## src/core/fcp_pkg.sv

```systemverilog
// constants, register map and field layout of the five-channel pwm unit
package fcp_pkg;
	localparam int          FCP_CHANNELS       = 5;
	localparam int          FCP_DATA_W         = 8;
	localparam logic [7:0]  FCP_COUNT_LAST     = 8'hFE;
	localparam logic [7:0]  FCP_BYTE_RESET     = 8'h00;
	localparam logic [9:0]  FCP_IDX_CTRL_TWO   = 10'h0CE;
	localparam logic [11:0] FCP_ADDR_PRESCALE  = 12'h000;
	localparam logic [11:0] FCP_ADDR_CTRL_ONE  = 12'h004;
	localparam logic [11:0] FCP_ADDR_DUTY_BASE = 12'h008;
	localparam logic [11:0] FCP_ADDR_STATUS    = 12'h01C;
	localparam logic [11:0] FCP_ADDR_CTRL_TWO  = {FCP_IDX_CTRL_TWO, 2'h0};
	localparam int          FCP_CTRL_ONE_OE_LSB = 4;
	localparam int          FCP_CTRL_TWO_EN_BIT = 0;
	localparam int          FCP_CTRL_TWO_OE_BIT = 2;
	localparam logic [7:0]  FCP_CTRL_TWO_MASK  = 8'h05;
	localparam logic [1:0]  FCP_HRESP_OKAY     = 2'h0;
endpackage : fcp_pkg

```

## src/core/fcp_tb_if.sv

```systemverilog
// shared counter value passed from the timebase to the channels
`timescale 1ns/10ps
interface fcp_tb_if
	#(parameter int W = 8);
	logic [W-1:0] count;
	modport src (output count);
	modport snk (input count);
endinterface : fcp_tb_if

```

## src/core/fcp_timebase.sv

```systemverilog
// shared prescaler and modulo-255 counter
`timescale 1ns/10ps
module fcp_timebase
	import fcp_pkg::*;
	#(parameter int W = FCP_DATA_W)
(
	input  wire logic         hclk,
	input  wire logic         hresetn,
	input  wire logic [W-1:0] prescale,
	fcp_tb_if.src             tb
);
	logic [W-1:0] div_reg;
	logic [W-1:0] div_next;
	logic         half_reg;
	logic         half_next;
	logic [W-1:0] count_reg;
	logic [W-1:0] count_next;

	// a shrinking prescale value ends the current interval at once rather than wrapping
	always_comb
	begin
		div_next   = div_reg;
		half_next  = half_reg;
		count_next = count_reg;
		if (div_reg >= prescale)
		begin
			div_next  = '0;
			half_next = ~half_reg;
			if (half_reg)
			begin
				if (count_reg >= FCP_COUNT_LAST)
					count_next = '0;
				else
					count_next = count_reg + 1'b1;
			end
		end
		else
		begin
			div_next = div_reg + 1'b1;
		end
	end

	always_ff @(posedge hclk or negedge hresetn)
	begin
		if (!hresetn)
		begin
			div_reg   <= '0;
			half_reg  <= 1'b0;
			count_reg <= '0;
		end
		else
		begin
			div_reg   <= div_next;
			half_reg  <= half_next;
			count_reg <= count_next;
		end
	end

	assign tb.count = count_reg;
endmodule : fcp_timebase

```

## src/core/fcp_channel.sv

```systemverilog
// one compare channel with enable gating
`timescale 1ns/10ps
module fcp_channel
	import fcp_pkg::*;
	#(parameter int W = FCP_DATA_W)
(
	input  wire logic         hclk,
	input  wire logic         hresetn,
	input  wire logic [W-1:0] duty,
	input  wire logic         enable,
	input  wire logic         out_en,
	fcp_tb_if.snk             tb,
	output logic              pwm_out,
	output logic              pwm_oe
);
	logic out_reg;
	logic out_next;
	logic oe_reg;
	logic oe_next;

	// duty is compared live, so a new value shows one clock after it is written
	always_comb
	begin
		out_next = enable && out_en && (duty > tb.count);
		oe_next  = out_en;
	end

	always_ff @(posedge hclk or negedge hresetn)
	begin
		if (!hresetn)
		begin
			out_reg <= 1'b0;
			oe_reg  <= 1'b0;
		end
		else
		begin
			out_reg <= out_next;
			oe_reg  <= oe_next;
		end
	end

	assign pwm_out = out_reg;
	assign pwm_oe  = oe_reg;
endmodule : fcp_channel

```

## src/core/fcp_top.sv

```systemverilog
// five-channel pwm unit with an ahb-lite register slave
// Contract
// - one shared 8-bit prescaler clocks shared counter
// - counter counts 0 to 254 then wraps
// - output high while duty exceeds counter
// - period is 2 x (prescale+1) x 255 clocks
// - duty FFh gives constant high output
// - new duty value acts immediately
// - each channel has its own enable
// - control two: bit2 output enable, bit0 enable
// - duty ratio steps of 1/255
//
// Design decision made here: the AHB-Lite register port.
`timescale 1ns/10ps
module fcp_top
	import fcp_pkg::*;
	#(parameter int CH = FCP_CHANNELS)
(
	input  wire logic          hclk,
	input  wire logic          hresetn,
	input  wire logic          hsel,
	input  wire logic [31:0]   haddr,
	input  wire logic [1:0]    htrans,
	input  wire logic          hwrite,
	input  wire logic [2:0]    hsize,
	input  wire logic [31:0]   hwdata,
	input  wire logic          hready,
	output logic      [31:0]   hrdata,
	output logic               hreadyout,
	output logic      [1:0]    hresp,
	output logic      [CH-1:0] pwm_out,
	output logic      [CH-1:0] pwm_oe
);
	logic [7:0]  prescale_reg;
	logic [7:0]  prescale_next;
	logic [7:0]  ctrl_one_reg;
	logic [7:0]  ctrl_one_next;
	logic [7:0]  ctrl_two_reg;
	logic [7:0]  ctrl_two_next;
	logic [7:0]  duty_reg  [CH];
	logic [7:0]  duty_next [CH];
	logic        wr_pend_reg;
	logic        wr_pend_next;
	logic [11:0] wr_addr_reg;
	logic [11:0] wr_addr_next;
	logic [31:0] rdata_reg;
	logic [31:0] rdata_next;
	logic        take;
	logic [CH-1:0] chan_en;
	logic [CH-1:0] chan_oe;

	fcp_tb_if #(.W(FCP_DATA_W)) tb_bus ();

	// true when a byte address selects duty register n
	function automatic logic is_duty(input logic [11:0] a, input int n);
		is_duty = (a == 12'(FCP_ADDR_DUTY_BASE + 12'(4 * n)));
	endfunction : is_duty

	assign take = hsel && hready && htrans[1];

	// register writes land in the data phase of the transfer
	always_comb
	begin
		wr_pend_next  = take && hwrite;
		wr_addr_next  = take ? haddr[11:0] : wr_addr_reg;
		prescale_next = prescale_reg;
		ctrl_one_next = ctrl_one_reg;
		ctrl_two_next = ctrl_two_reg;
		for (int i = 0; i < CH; i++)
			duty_next[i] = duty_reg[i];
		if (wr_pend_reg)
		begin
			if (wr_addr_reg == FCP_ADDR_PRESCALE)
				prescale_next = hwdata[7:0];
			if (wr_addr_reg == FCP_ADDR_CTRL_ONE)
				ctrl_one_next = hwdata[7:0];
			if (wr_addr_reg == FCP_ADDR_CTRL_TWO)
				ctrl_two_next = hwdata[7:0] & FCP_CTRL_TWO_MASK;
			for (int i = 0; i < CH; i++)
				if (is_duty(wr_addr_reg, i))
					duty_next[i] = hwdata[7:0];
		end
	end

	// read data is taken from the next values so a write just before a read is seen
	always_comb
	begin
		rdata_next = '0;
		if (take && !hwrite)
		begin
			if (haddr[11:0] == FCP_ADDR_PRESCALE)
				rdata_next = {24'h000000, prescale_next};
			if (haddr[11:0] == FCP_ADDR_CTRL_ONE)
				rdata_next = {24'h000000, ctrl_one_next};
			if (haddr[11:0] == FCP_ADDR_CTRL_TWO)
				rdata_next = {24'h000000, ctrl_two_next};
			if (haddr[11:0] == FCP_ADDR_STATUS)
				rdata_next = {24'h000000, tb_bus.count};
			for (int i = 0; i < CH; i++)
				if (is_duty(haddr[11:0], i))
					rdata_next = {24'h000000, duty_next[i]};
		end
	end

	always_ff @(posedge hclk or negedge hresetn)
	begin
		if (!hresetn)
		begin
			prescale_reg <= FCP_BYTE_RESET;
			ctrl_one_reg <= FCP_BYTE_RESET;
			ctrl_two_reg <= FCP_BYTE_RESET;
			for (int i = 0; i < CH; i++)
				duty_reg[i] <= FCP_BYTE_RESET;
			wr_pend_reg  <= 1'b0;
			wr_addr_reg  <= 12'h000;
			rdata_reg    <= 32'h00000000;
		end
		else
		begin
			prescale_reg <= prescale_next;
			ctrl_one_reg <= ctrl_one_next;
			ctrl_two_reg <= ctrl_two_next;
			for (int i = 0; i < CH; i++)
				duty_reg[i] <= duty_next[i];
			wr_pend_reg  <= wr_pend_next;
			wr_addr_reg  <= wr_addr_next;
			rdata_reg    <= rdata_next;
		end
	end

	// channels 0..3 use control one, channel 4 uses control two
	always_comb
	begin
		chan_en = '0;
		chan_oe = '0;
		for (int i = 0; i < CH; i++)
		begin
			if (i < FCP_CTRL_ONE_OE_LSB)
			begin
				chan_en[i] = ctrl_one_reg[i];
				chan_oe[i] = ctrl_one_reg[i + FCP_CTRL_ONE_OE_LSB];
			end
			else
			begin
				chan_en[i] = ctrl_two_reg[FCP_CTRL_TWO_EN_BIT];
				chan_oe[i] = ctrl_two_reg[FCP_CTRL_TWO_OE_BIT];
			end
		end
	end

	fcp_timebase #(.W(FCP_DATA_W)) u_timebase
	(
		.hclk     (hclk),
		.hresetn  (hresetn),
		.prescale (prescale_reg),
		.tb       (tb_bus)
	);

	for (genvar g = 0; g < CH; g++)
	begin : g_chan
		fcp_channel #(.W(FCP_DATA_W)) u_chan
		(
			.hclk    (hclk),
			.hresetn (hresetn),
			.duty    (duty_reg[g]),
			.enable  (chan_en[g]),
			.out_en  (chan_oe[g]),
			.tb      (tb_bus),
			.pwm_out (pwm_out[g]),
			.pwm_oe  (pwm_oe[g])
		);
	end

	// zero-wait slave; unmapped addresses read zero and ignore writes
	assign hreadyout = 1'b1;
	assign hresp     = FCP_HRESP_OKAY;
	assign hrdata    = rdata_reg;
endmodule : fcp_top

```

## config.mk

```make
export PLATFORM = sky130hd
export DESIGN_NAME = fcp_top
export DESIGN_NICKNAME = d
export VERILOG_FILES = /design/src/core/fcp_pkg.sv /design/src/core/fcp_tb_if.sv /design/src/core/fcp_timebase.sv /design/src/core/fcp_channel.sv /design/src/core/fcp_top.sv
export SDC_FILE = /design/constraint.sdc
export NUM_CORES = 1
export LEC_CHECK = 0
export ABC_AREA = 0
export BUFFER_PORTS_ARGS = -buffer_cell sky130_fd_sc_hd__buf_4
export CORE_MARGIN = 2
export CORE_UTILIZATION = 35
export CTS_BUF_LIST = sky130_fd_sc_hd__clkbuf_4 sky130_fd_sc_hd__clkbuf_8 sky130_fd_sc_hd__clkbuf_16
export DETAILED_ROUTE_END_ITERATION = 8
export GPL_ROUTABILITY_DRIVEN = 0
export PLACE_DENSITY_LB_ADDON = 0.2
export SYNTH_ARGS = -nofsm -noshare
export SYNTH_HDL_FRONTEND = slang
export SYNTH_SLANG_ARGS = --single-unit
```

## constraint.sdc

```tcl
create_clock -name hclk -period 3.6 [get_ports hclk]
set_clock_uncertainty 0.15 [all_clocks]
set_input_delay 1.08 -clock hclk [delete_from_list [all_inputs] [get_ports hclk]]
set_output_delay 1.08 -clock hclk [all_outputs]
set_load 0.01 [all_outputs]
```

==> impl_metrics.env, run 1 <==
export IMPL_clkSlewWorstSetupHoldPaths_ns=0.08
export IMPL_status="complete, no violations"
export IMPL_cpMaxStageDelayCell="or3_1"
export IMPL_fin_nets=769
export IMPL_htree_levels=3
export IMPL_period_share_pct=85.8
export IMPL_vdd_drop_max_v=0.000258
export IMPL_regArea_um2=2800
export IMPL_dr_pass1_iters=5
export IMPL_synth_ff_type="dfrtp_1"
export IMPL_pwr_share_seq_pct=46.9
export IMPL_end_kind="flop"
export IMPL_ys_ff_latch=112
export IMPL_max_freq_mhz=324
export IMPL_synthMuxAreaShare_pct=11.7
export IMPL_max_stage_delay_ns=0.53
export IMPL_path_delay_family="simple AND/OR/NAND/NOR gates"
export IMPL_worst_endpoint_required_ns=3.69
export IMPL_rsz0062_at_grt="false"
export IMPL_wire_per_inst_um=19.0
export IMPL_grt_pass1_wl_um=26800
export IMPL_cp_buffers_inverters=1
export IMPL_dr_total_vias=4785
export IMPL_io_buffers=43
export IMPL_worst_pin_slew_ns=0.692
export IMPL_power_switching_uw=941
export IMPL_largest_reg_flops=40
export IMPL_cts_max_path_buffers=2
export IMPL_dp_cells=862
export IMPL_p_int_uw=2290
export IMPL_rows=49
export IMPL_grt_max_degree=48
export IMPL_postCtsHoldBufs=0
export IMPL_antenna_found_initial=0
export IMPL_critPathArrivalTime_ns=3.18
export IMPL_clkLatencyLatePin_ns=0.36
export IMPL_synth_top_family_by_area="simple AND/OR/NAND/NOR gates"
export IMPL_drtIter0Drc=321
export IMPL_drv_cap=0
export IMPL_root_buffer="clkbuf_16"
export IMPL_synth_compound_area_share_pct=10.9
export IMPL_grt_ovfl_total=0
export IMPL_syn_area_per_cell_um2=10.9
export IMPL_final_cell_mix="112 x dfrtp_1, 63 x mux2_2, 56 x buf_4"
export IMPL_multiInputGateArea_um2=3370
export IMPL_core_area_um2=18100
export IMPL_fp_dieH_um=141
export IMPL_drive_above_1_share_pct=25.3
export IMPL_synth_adder_area_share_pct=9.78
export IMPL_async_flop_share_pct=100
export IMPL_clkPwrFrac_pct=34.7
export IMPL_vias_per_cell=5.45
export IMPL_finalSetupViolations=0
export IMPL_yosysUniqueCellTypes=69
export IMPL_grt_use_total_pct=17.6
export IMPL_criticalPathCategory="input pin to flop"
export IMPL_holdWs_ns=0.268
export IMPL_worst_path_max_fanout=10
export IMPL_netlist_instances=601
export IMPL_die_w_um=141
export IMPL_initial_core_util_pct=36.0
export IMPL_hold_violations=0
export IMPL_setup_tns_ns=0
export IMPL_cts_made_buffers=9
export IMPL_synth_xor_area_share_pct=1.07
export IMPL_min_period_ns=3.09
export IMPL_cp_start_kind="input pin"
export IMPL_crit_chain="buf_4 -> nor4_2 -> nand3_2 -> or3_1 -> nor2_1 -> o221ai_1 -> a211oi_1"
export IMPL_ant_nets=0
export IMPL_syn_area_um2=6530
export IMPL_routed_wl_um=16700
export IMPL_power_density_nw_per_um2=440
export IMPL_drv_slew=0
export IMPL_comb_power_share_pct=18.5
export IMPL_cts_tree="built"
export IMPL_io_pins=119
export IMPL_p_leak_uw=0.00336
export IMPL_final_fill_count=1752
export IMPL_final_cells=878
export IMPL_p_sw_share_pct=29.1
export IMPL_synth_warnings=0
export IMPL_area_growth_syn_to_layout_pct=12.6
export IMPL_postCtsSetupBuffers=0
export IMPL_yosysSeqAreaShare_pct=42.9
export IMPL_holdCritPathClass="flop to flop"
export IMPL_grt_pass1_vias=4850
export IMPL_yosys_area_share_simple_pct=16.6
export IMPL_relSlewSlack_pct=53.9
export IMPL_dp_hpwl_um=13000
export IMPL_drc=0
export IMPL_clkSinkCount=112
export IMPL_cts_resized=0
export IMPL_synth_edf_count=0
export IMPL_final_common_cell="dfrtp_1"
export IMPL_dieArea_um2=19800
export IMPL_n_antenna_cell=0
[synth_stat cells, types with 7 or more instances]
library cell | count | area share (%)
clkbuf_1 | 8 | 0.46
nand4_1 | 12 | 1.2
nand3_1 | 25 | 1.9
ha_1 | 51 | 9.8
dfrtp_1 | 112 | 43
nor2_1 | 28 | 1.6
and2_1 | 8 | 0.77
inv_1 | 31 | 1.8
o21ai_0 | 26 | 2.0
nand2_1 | 29 | 1.7
o21a_1 | 7 | 0.81
nor2b_1 | 11 | 1.1
nand2b_1 | 9 | 0.86
a21oi_1 | 19 | 1.5
a21o_1 | 8 | 0.92
buf_4 | 37 | 4.3
mux2_2 | 63 | 11
[layout make-up]
type                    instances  area share, %
clock inverters                 5           1.07
flip-flops and latches        112           38.1
repair buffers                 57           5.99
multi-input cells             433           45.9
inverters                      31           1.58
well taps                     229           3.90
clock buffers                  11           3.44
[power groups by stage]
stage / clock network, µW / registers [µW] / logic, µW
final: 1120 / 1520 / 598
after global placement: 0 / 1540 / 571
after floorplan: 0 / 1490 / 451
after global routing: 1190 / 1530 / 682
after CTS: 1150 / 1520 / 602
after detailed placement: 0 / 1540 / 597
[path summary, 6_finish.rpt]
check / to / start / cells past startpoint / slack, ns
min in group asynchronous: g_chan[4].u_chan.pwm_oe$_DFF_PN0_ / hresetn / 1 / 0.55
min reg2reg: g_chan[4].u_chan.pwm_oe$_DFF_PN0_ / ctrl_two_reg[2]$_DFF_PN0_ / 0 / 0.27
max: hrdata[3]$_DFF_PN0_ / haddr[9] / 7 / 0.51
max reg2reg: hrdata[4]$_DFF_PN0_ / wr_addr_reg[1]$_DFFE_PN0P_ / 7 / 0.71
min: g_chan[4].u_chan.pwm_oe$_DFF_PN0_ / ctrl_two_reg[2]$_DFF_PN0_ / 0 / 0.27
max in group asynchronous: duty_reg[39]$_DFF_PN0_ / hresetn / 2 / 1.98
[per-layer routing]
| layer | wire (µm) | part of all wire [%] | vias up | global-route usage (%) |
|---|---|---|---|---|
| li1 | - | - | 2219 | - |
| met1 | 7770 | 47 | 2364 | 23.7 |
| met2 | 7720 | 46 | 165 | 28.6 |
| met3 | 828 | 5.0 | 37 | 3.32 |
| met4 | 381 | 2.3 | 0 | 5.79 |
| met5 | 0 | 0 | - | 0 |
[metrics by stage]
step	total power, µW	cell area [µm²]	setup WS (ns)	util, %
floorplan	1950	6620	0.523	-
global placement	2110	7020	0.215	38.7
detailed placement	2140	7020	0.175	38.7
CTS	3260	7350	0.546	40.5
global route	3410	7350	0.363	40.5
finish	3240	7350	0.511	40.5
[cell families (layout without fill, tap and decap cells)]
group                    Yosys count  after routing
XOR/XNOR                           8              8
adder cells (fa/ha/maj)           51             51
other                              2             27
flip-flops                       112            112
multiplexers                      68             68
buffers and inverters             81            104
AND/OR/NAND/NOR                  174            174
AO/OA/AOI/OAI                    105            105
No activity file was read; power rests on OpenSTA's default activity.
==> run 2: changes to the inputs <==
--- a/config.mk
+++ b/config.mk
@@ -7,11 +7,8 @@
 export LEC_CHECK = 0
 export ABC_AREA = 0
 export BUFFER_PORTS_ARGS = -buffer_cell sky130_fd_sc_hd__buf_4
-export CORE_MARGIN = 2
 export CORE_UTILIZATION = 35
-export CTS_BUF_LIST = sky130_fd_sc_hd__clkbuf_4 sky130_fd_sc_hd__clkbuf_8 sky130_fd_sc_hd__clkbuf_16
 export DETAILED_ROUTE_END_ITERATION = 8
-export GPL_ROUTABILITY_DRIVEN = 0
 export PLACE_DENSITY_LB_ADDON = 0.2
 export SYNTH_ARGS = -nofsm -noshare
 export SYNTH_HDL_FRONTEND = slang
==> run 2 against run 1 <==
  * The flow now finishes with violations (DRC)
  * Highest routed layer unchanged
  * Global-route usage grew 0.66 points
  * Largest cell class unchanged
  * Combinational power shrank 1%
  * Critical endpoint is now hrdata[5]$_DFF_PN0_
  * Utilization is essentially flat
  * Routed wire length shrank 0.15%
  * Register-to-register slack lost 0.03 ns
==> impl_metrics.env, run 2 (synthesis results as in run 1) <==
export IMPL_status="complete, but fails checks"
export IMPL_violations="DRC"
export IMPL_grt_use_total_pct=18.2
export IMPL_fp_dieH_um=139
export IMPL_largest_reg_flops=40
export IMPL_final_cells=877
export IMPL_max_freq_mhz=326
export IMPL_cts_made_buffers=9
export IMPL_ant_nets=0
export IMPL_worst_endpoint_required_ns=3.67
export IMPL_dp_cells=862
export IMPL_dr_pass1_iters=7
export IMPL_multiInputGateArea_um2=3370
export IMPL_crit_chain="buf_4 -> nor4_2 -> nand3_2 -> or3_1 -> o21ai_0 -> a311oi_1 -> a211oi_1"
export IMPL_core_area_um2=18100
export IMPL_grt_pass1_vias=4709
export IMPL_end_kind="flop"
export IMPL_cp_start_kind="input pin"
export IMPL_critPathArrivalTime_ns=3.14
export IMPL_min_from="ctrl_two_reg[2]$_DFF_PN0_"
export IMPL_dr_total_vias=4785
export IMPL_postCtsHoldBufs=0
export IMPL_antenna_found_initial=0
export IMPL_initial_core_util_pct=36.0
export IMPL_cts_max_path_buffers=2
export IMPL_dieArea_um2=19200
export IMPL_root_buffer="clkbuf_16"
export IMPL_dp_hpwl_um=12700
export IMPL_htree_levels=3
export IMPL_drc=21
export IMPL_setup_tns_ns=0
export IMPL_power_density_nw_per_um2=441
export IMPL_grt_busiest_layer="met2"
export IMPL_grt_ovfl_total=0
export IMPL_final_cell_mix="112 x dfrtp_1, 63 x mux2_2, 56 x buf_4"
export IMPL_regArea_um2=2800
export IMPL_rsz0062_at_grt="false"
export IMPL_p_leak_uw=0.00335
export IMPL_criticalPathCategory="input pin to flop"
export IMPL_crit_reg2reg_launch="wr_addr_reg[1]$_DFFE_PN0P_"
export IMPL_io_pins=119
export IMPL_relSlewSlack_pct=52.0
export IMPL_vias_per_cell=5.46
export IMPL_cp_buffers_inverters=1
export IMPL_cts_resized=0
export IMPL_worst_pin_slew_ns=0.721
export IMPL_drive_above_1_share_pct=25.2
export IMPL_finalSetupViolations=0
export IMPL_clkSinkCount=112
export IMPL_worst_path_max_fanout=10
export IMPL_final_fill_count=1772
export IMPL_drv_cap=0
export IMPL_final_common_cell="dfrtp_1"
export IMPL_grt_pass1_wl_um=26800
export IMPL_drtIter0Drc=353
export IMPL_clkSlewWorstSetupHoldPaths_ns=0.08
export IMPL_crit_path_start="haddr[11]"
export IMPL_grtUsageMet3_pct=3.56
export IMPL_grt_max_degree=68
export IMPL_cpMaxStageDelayCell="or3_1"
export IMPL_max_stage_delay_ns=0.54
export IMPL_wire_per_inst_um=19.0
export IMPL_period_share_pct=85.1
export IMPL_clkLatencyLatePin_ns=0.37
export IMPL_postCtsSetupBuffers=0
export IMPL_path_delay_family="simple AND/OR/NAND/NOR gates"
export IMPL_drv_slew=0
export IMPL_vdd_drop_max_v=0.000250
export IMPL_gr_usage_met2_pct=28.7
export IMPL_rows=49
export IMPL_hold_violations=0
export IMPL_design_area_um2=7350
export IMPL_place_congestion=0.867
export IMPL_routed_wl_um=16700
export IMPL_grt_use_met1_pct=24.9
export IMPL_cts_tree="built"
export IMPL_min_period_ns=3.06
export IMPL_die_w_um=139
export IMPL_fin_nets=769
export IMPL_placed_area_um2=7020
export IMPL_io_buffers=43
export IMPL_n_antenna_cell=0
export IMPL_area_growth_syn_to_layout_pct=12.6
export IMPL_holdCritPathClass="flop to flop"
run 2: final timing paths:
path                                                     end  slack [ns]  cells past startpoint
max in group asynchronous         wr_addr_reg[7]$_DFFE_PN0P_        2.20                      2
max                                      hrdata[5]$_DFF_PN0_        0.54                      7
min reg2reg                g_chan[4].u_chan.pwm_oe$_DFF_PN0_        0.25                      0
min                        g_chan[4].u_chan.pwm_oe$_DFF_PN0_        0.25                      0
min in group asynchronous              duty_reg[0]$_DFF_PN0_        0.41                      1
max reg2reg                              hrdata[2]$_DFF_PN0_        0.68                      7
run 2: cell type report:
cell class | instances | area share (%)
Multi-Input combinational cell | 433 | 45.9
Tap cell | 229 | 3.90
Inverter | 31 | 1.58
Sequential cell | 112 | 38.1
Clock buffer | 11 | 3.44
Timing Repair Buffer | 57 | 5.99
Clock inverter | 4 | 1.04
run 2: stage by stage:
step           setup slack (ns)  utilization (%)  power, µW  hold slack [ns]
6_report                  0.537             40.5       3240            0.251
5_1_grt                   0.453             40.5       3420            0.272
4_1_cts                   0.569             40.5       3270            0.254
3_5_place_dp              0.189             38.7       2140            0.237
3_3_place_gp              0.213             38.7       2110            0.232
2_1_floorplan             0.523                -       1950            0.212
run 2: power breakdown:
part	total, µW	switching [µW]	internal [µW]
logic	591	320	271
clock network	1130	484	647
registers	1520	143	1370
total	3240	947	2290
run 2: routing by layer:
metal / part of all wire (%) / up-vias / wire length [µm]
met5: 0 / - / 0
met4: 1.8 / 0 / 298
met3: 5.0 / 20 / 830
met2: 47 / 145 / 7770
met1: 47 / 2393 / 7770
li1: - / 2227 / -
==> run 3: changes to the inputs <==
--- a/config.mk
+++ b/config.mk
@@ -7,9 +7,10 @@
 export LEC_CHECK = 0
 export ABC_AREA = 0
 export BUFFER_PORTS_ARGS = -buffer_cell sky130_fd_sc_hd__buf_4
-export CORE_UTILIZATION = 35
+export CORE_UTILIZATION = 57
 export DETAILED_ROUTE_END_ITERATION = 8
 export PLACE_DENSITY_LB_ADDON = 0.2
+export REMOVE_ABC_BUFFERS = 1
 export SYNTH_ARGS = -nofsm -noshare
 export SYNTH_HDL_FRONTEND = slang
 export SYNTH_SLANG_ARGS = --single-unit
==> run 3 against run 2 <==
  * The flow now finishes without violations
  * Die area shrank 38%
  * Sequential cell count is the same
  * Worst setup slack better by 0.047 ns
  * Cell count fell by 10%
  * Sequential power about the same
  * Non-clock buffer count unchanged
  * Critical endpoint is now hrdata[3]$_DFF_PN0_
  * Largest power group unchanged
==> impl_metrics.env, run 3 (synthesis results as in run 1) <==
export IMPL_initial_core_util_pct=59.4
export IMPL_relSlewSlack_pct=55.4
export IMPL_worst_pin_slew_ns=0.669
export IMPL_largest_reg_flops=40
export IMPL_area_growth_syn_to_layout_pct=10.9
export IMPL_cts_made_buffers=9
export IMPL_postCtsSetupBuffers=0
export IMPL_vias_per_cell=6.27
export IMPL_dieArea_um2=11900
export IMPL_period_share_pct=83.8
export IMPL_final_common_cell="dfrtp_1"
export IMPL_root_buffer="clkbuf_16"
export IMPL_antenna_found_initial=0
export IMPL_setup_tns_ns=0
export IMPL_n_antenna_cell=0
export IMPL_grt_max_degree=50
export IMPL_routed_wl_um=15700
export IMPL_worst_endpoint_required_ns=3.69
export IMPL_die_w_um=109
export IMPL_cp_start_kind="input pin"
export IMPL_dp_cells=773
export IMPL_grt_ovfl_total=0
export IMPL_grt_pass1_wl_um=25400
export IMPL_io_buffers=43
export IMPL_vdd_drop_max_v=0.000269
export IMPL_final_cells=789
export IMPL_wire_per_inst_um=19.9
export IMPL_holdCritPathClass="flop to flop"
export IMPL_end_kind="flop"
export IMPL_dp_hpwl_um=12100
export IMPL_finalSetupViolations=0
export IMPL_cts_resized=0
export IMPL_worst_path_max_fanout=10
export IMPL_cts_max_path_buffers=2
export IMPL_drc=0
export IMPL_grt_use_total_pct=28.7
export IMPL_power_density_nw_per_um2=449
export IMPL_p_leak_uw=0.00335
export IMPL_fin_util_pct=65.9
export IMPL_max_freq_mhz=332
export IMPL_criticalPathCategory="input pin to flop"
export IMPL_hold_violations=0
export IMPL_dr_pass1_iters=5
export IMPL_clkSlewWorstSetupHoldPaths_ns=0.07
export IMPL_rows=38
export IMPL_ant_nets=0
export IMPL_dr_total_vias=4949
export IMPL_min_period_ns=3.02
export IMPL_clkLatencyLatePin_ns=0.36
export IMPL_fp_dieH_um=109
export IMPL_place_congestion=0.940
export IMPL_holdWs_ns=0.276
export IMPL_rsz0062_at_grt="false"
export IMPL_drv_slew=0
export IMPL_io_pins=119
export IMPL_grt_pass1_vias=4856
export IMPL_drv_cap=0
export IMPL_final_cell_mix="112 x dfrtp_1, 63 x mux2_2, 56 x buf_4"
export IMPL_drive_above_1_share_pct=24.7
export IMPL_cts_tree="built"
export IMPL_htree_levels=3
export IMPL_power_total_uw=3250
export IMPL_drtIter0Drc=281
export IMPL_core_area_um2=11000
export IMPL_postCtsHoldBufs=0
export IMPL_critPathArrivalTime_ns=3.11
export IMPL_status="complete, no violations"
export IMPL_fin_nets=769
export IMPL_final_fill_count=855
export IMPL_clkSinkCount=112
-- run 3: cell count changes in the layout (fill, tap and decap cells not counted) --
cell        change
clkbuf_1        +4
clkbuf_8        -2
bufinv_16       +1
clkinvlp_4      -1
inv_6           -1
-- run 3: per-layer routing --
| layer | global-route usage, % | up-vias | share of wire (%) |
|---|---|---|---|
| li1 | - | 2230 | - |
| met1 | 37.6 | 2429 | 42 |
| met2 | 46.9 | 245 | 48 |
| met3 | 4.48 | 45 | 6.9 |
| met4 | 12.5 | 0 | 3.0 |
| met5 | 0 | - | 0 |
-- run 3: report_power, final --
| part | internal, µW | leakage [µW] | switching (µW) | total [µW] |
|---|---|---|---|---|
| clock network | 682 | 0.000158 | 450 | 1130 |
| logic | 273 | 0.00181 | 326 | 600 |
| registers | 1380 | 0.00139 | 141 | 1520 |
| total | 2330 | 0.00335 | 917 | 3250 |
-- run 3: stage by stage --
stage,worst slack [ns],instance area [µm²]
6_report,0.584,7240
5_1_grt,0.468,7240
4_1_cts,0.607,7240
3_5_place_dp,0.234,6910
3_3_place_gp,0.284,6910
2_1_floorplan,0.458,6290
-- run 3: worst paths after layout --
| check | startpoint | endpoint | slack, ns | cells past startpoint |
|---|---|---|---|---|
| max | haddr[9] | hrdata[3]$_DFF_PN0_ | 0.58 | 7 |
| min | ctrl_one_reg[4]$_DFF_PN0_ | g_chan[0].u_chan.pwm_oe$_DFF_PN0_ | 0.28 | 0 |
| max reg2reg | wr_addr_reg[5]$_DFFE_PN0P_ | hrdata[3]$_DFF_PN0_ | 0.65 | 7 |
| min reg2reg | ctrl_one_reg[4]$_DFF_PN0_ | g_chan[0].u_chan.pwm_oe$_DFF_PN0_ | 0.28 | 0 |
| max in group asynchronous | hresetn | wr_addr_reg[6]$_DFFE_PN0P_ | 1.93 | 2 |
| min in group asynchronous | hresetn | duty_reg[10]$_DFF_PN0_ | 0.59 | 1 |
-- run 3: critical path, cell delays in order --
cell      delay, ns
buf_4          0.13
nor4_2         0.42
nand3_2        0.25
or3_1          0.53
nor2_1         0.22
o221ai_1       0.15
a211oi_1       0.34
-- run 3: layout make-up --
class	count	area, µm²	share of cell area, %
Tap cell	140	175	2.42
Clock inverter	3	90.1	1.24
Clock buffer	13	240	3.32
Timing Repair Buffer	57	440	6.09
Multi-Input combinational cell	433	3370	46.6
Sequential cell	112	2800	38.7
Inverter	31	116	1.61
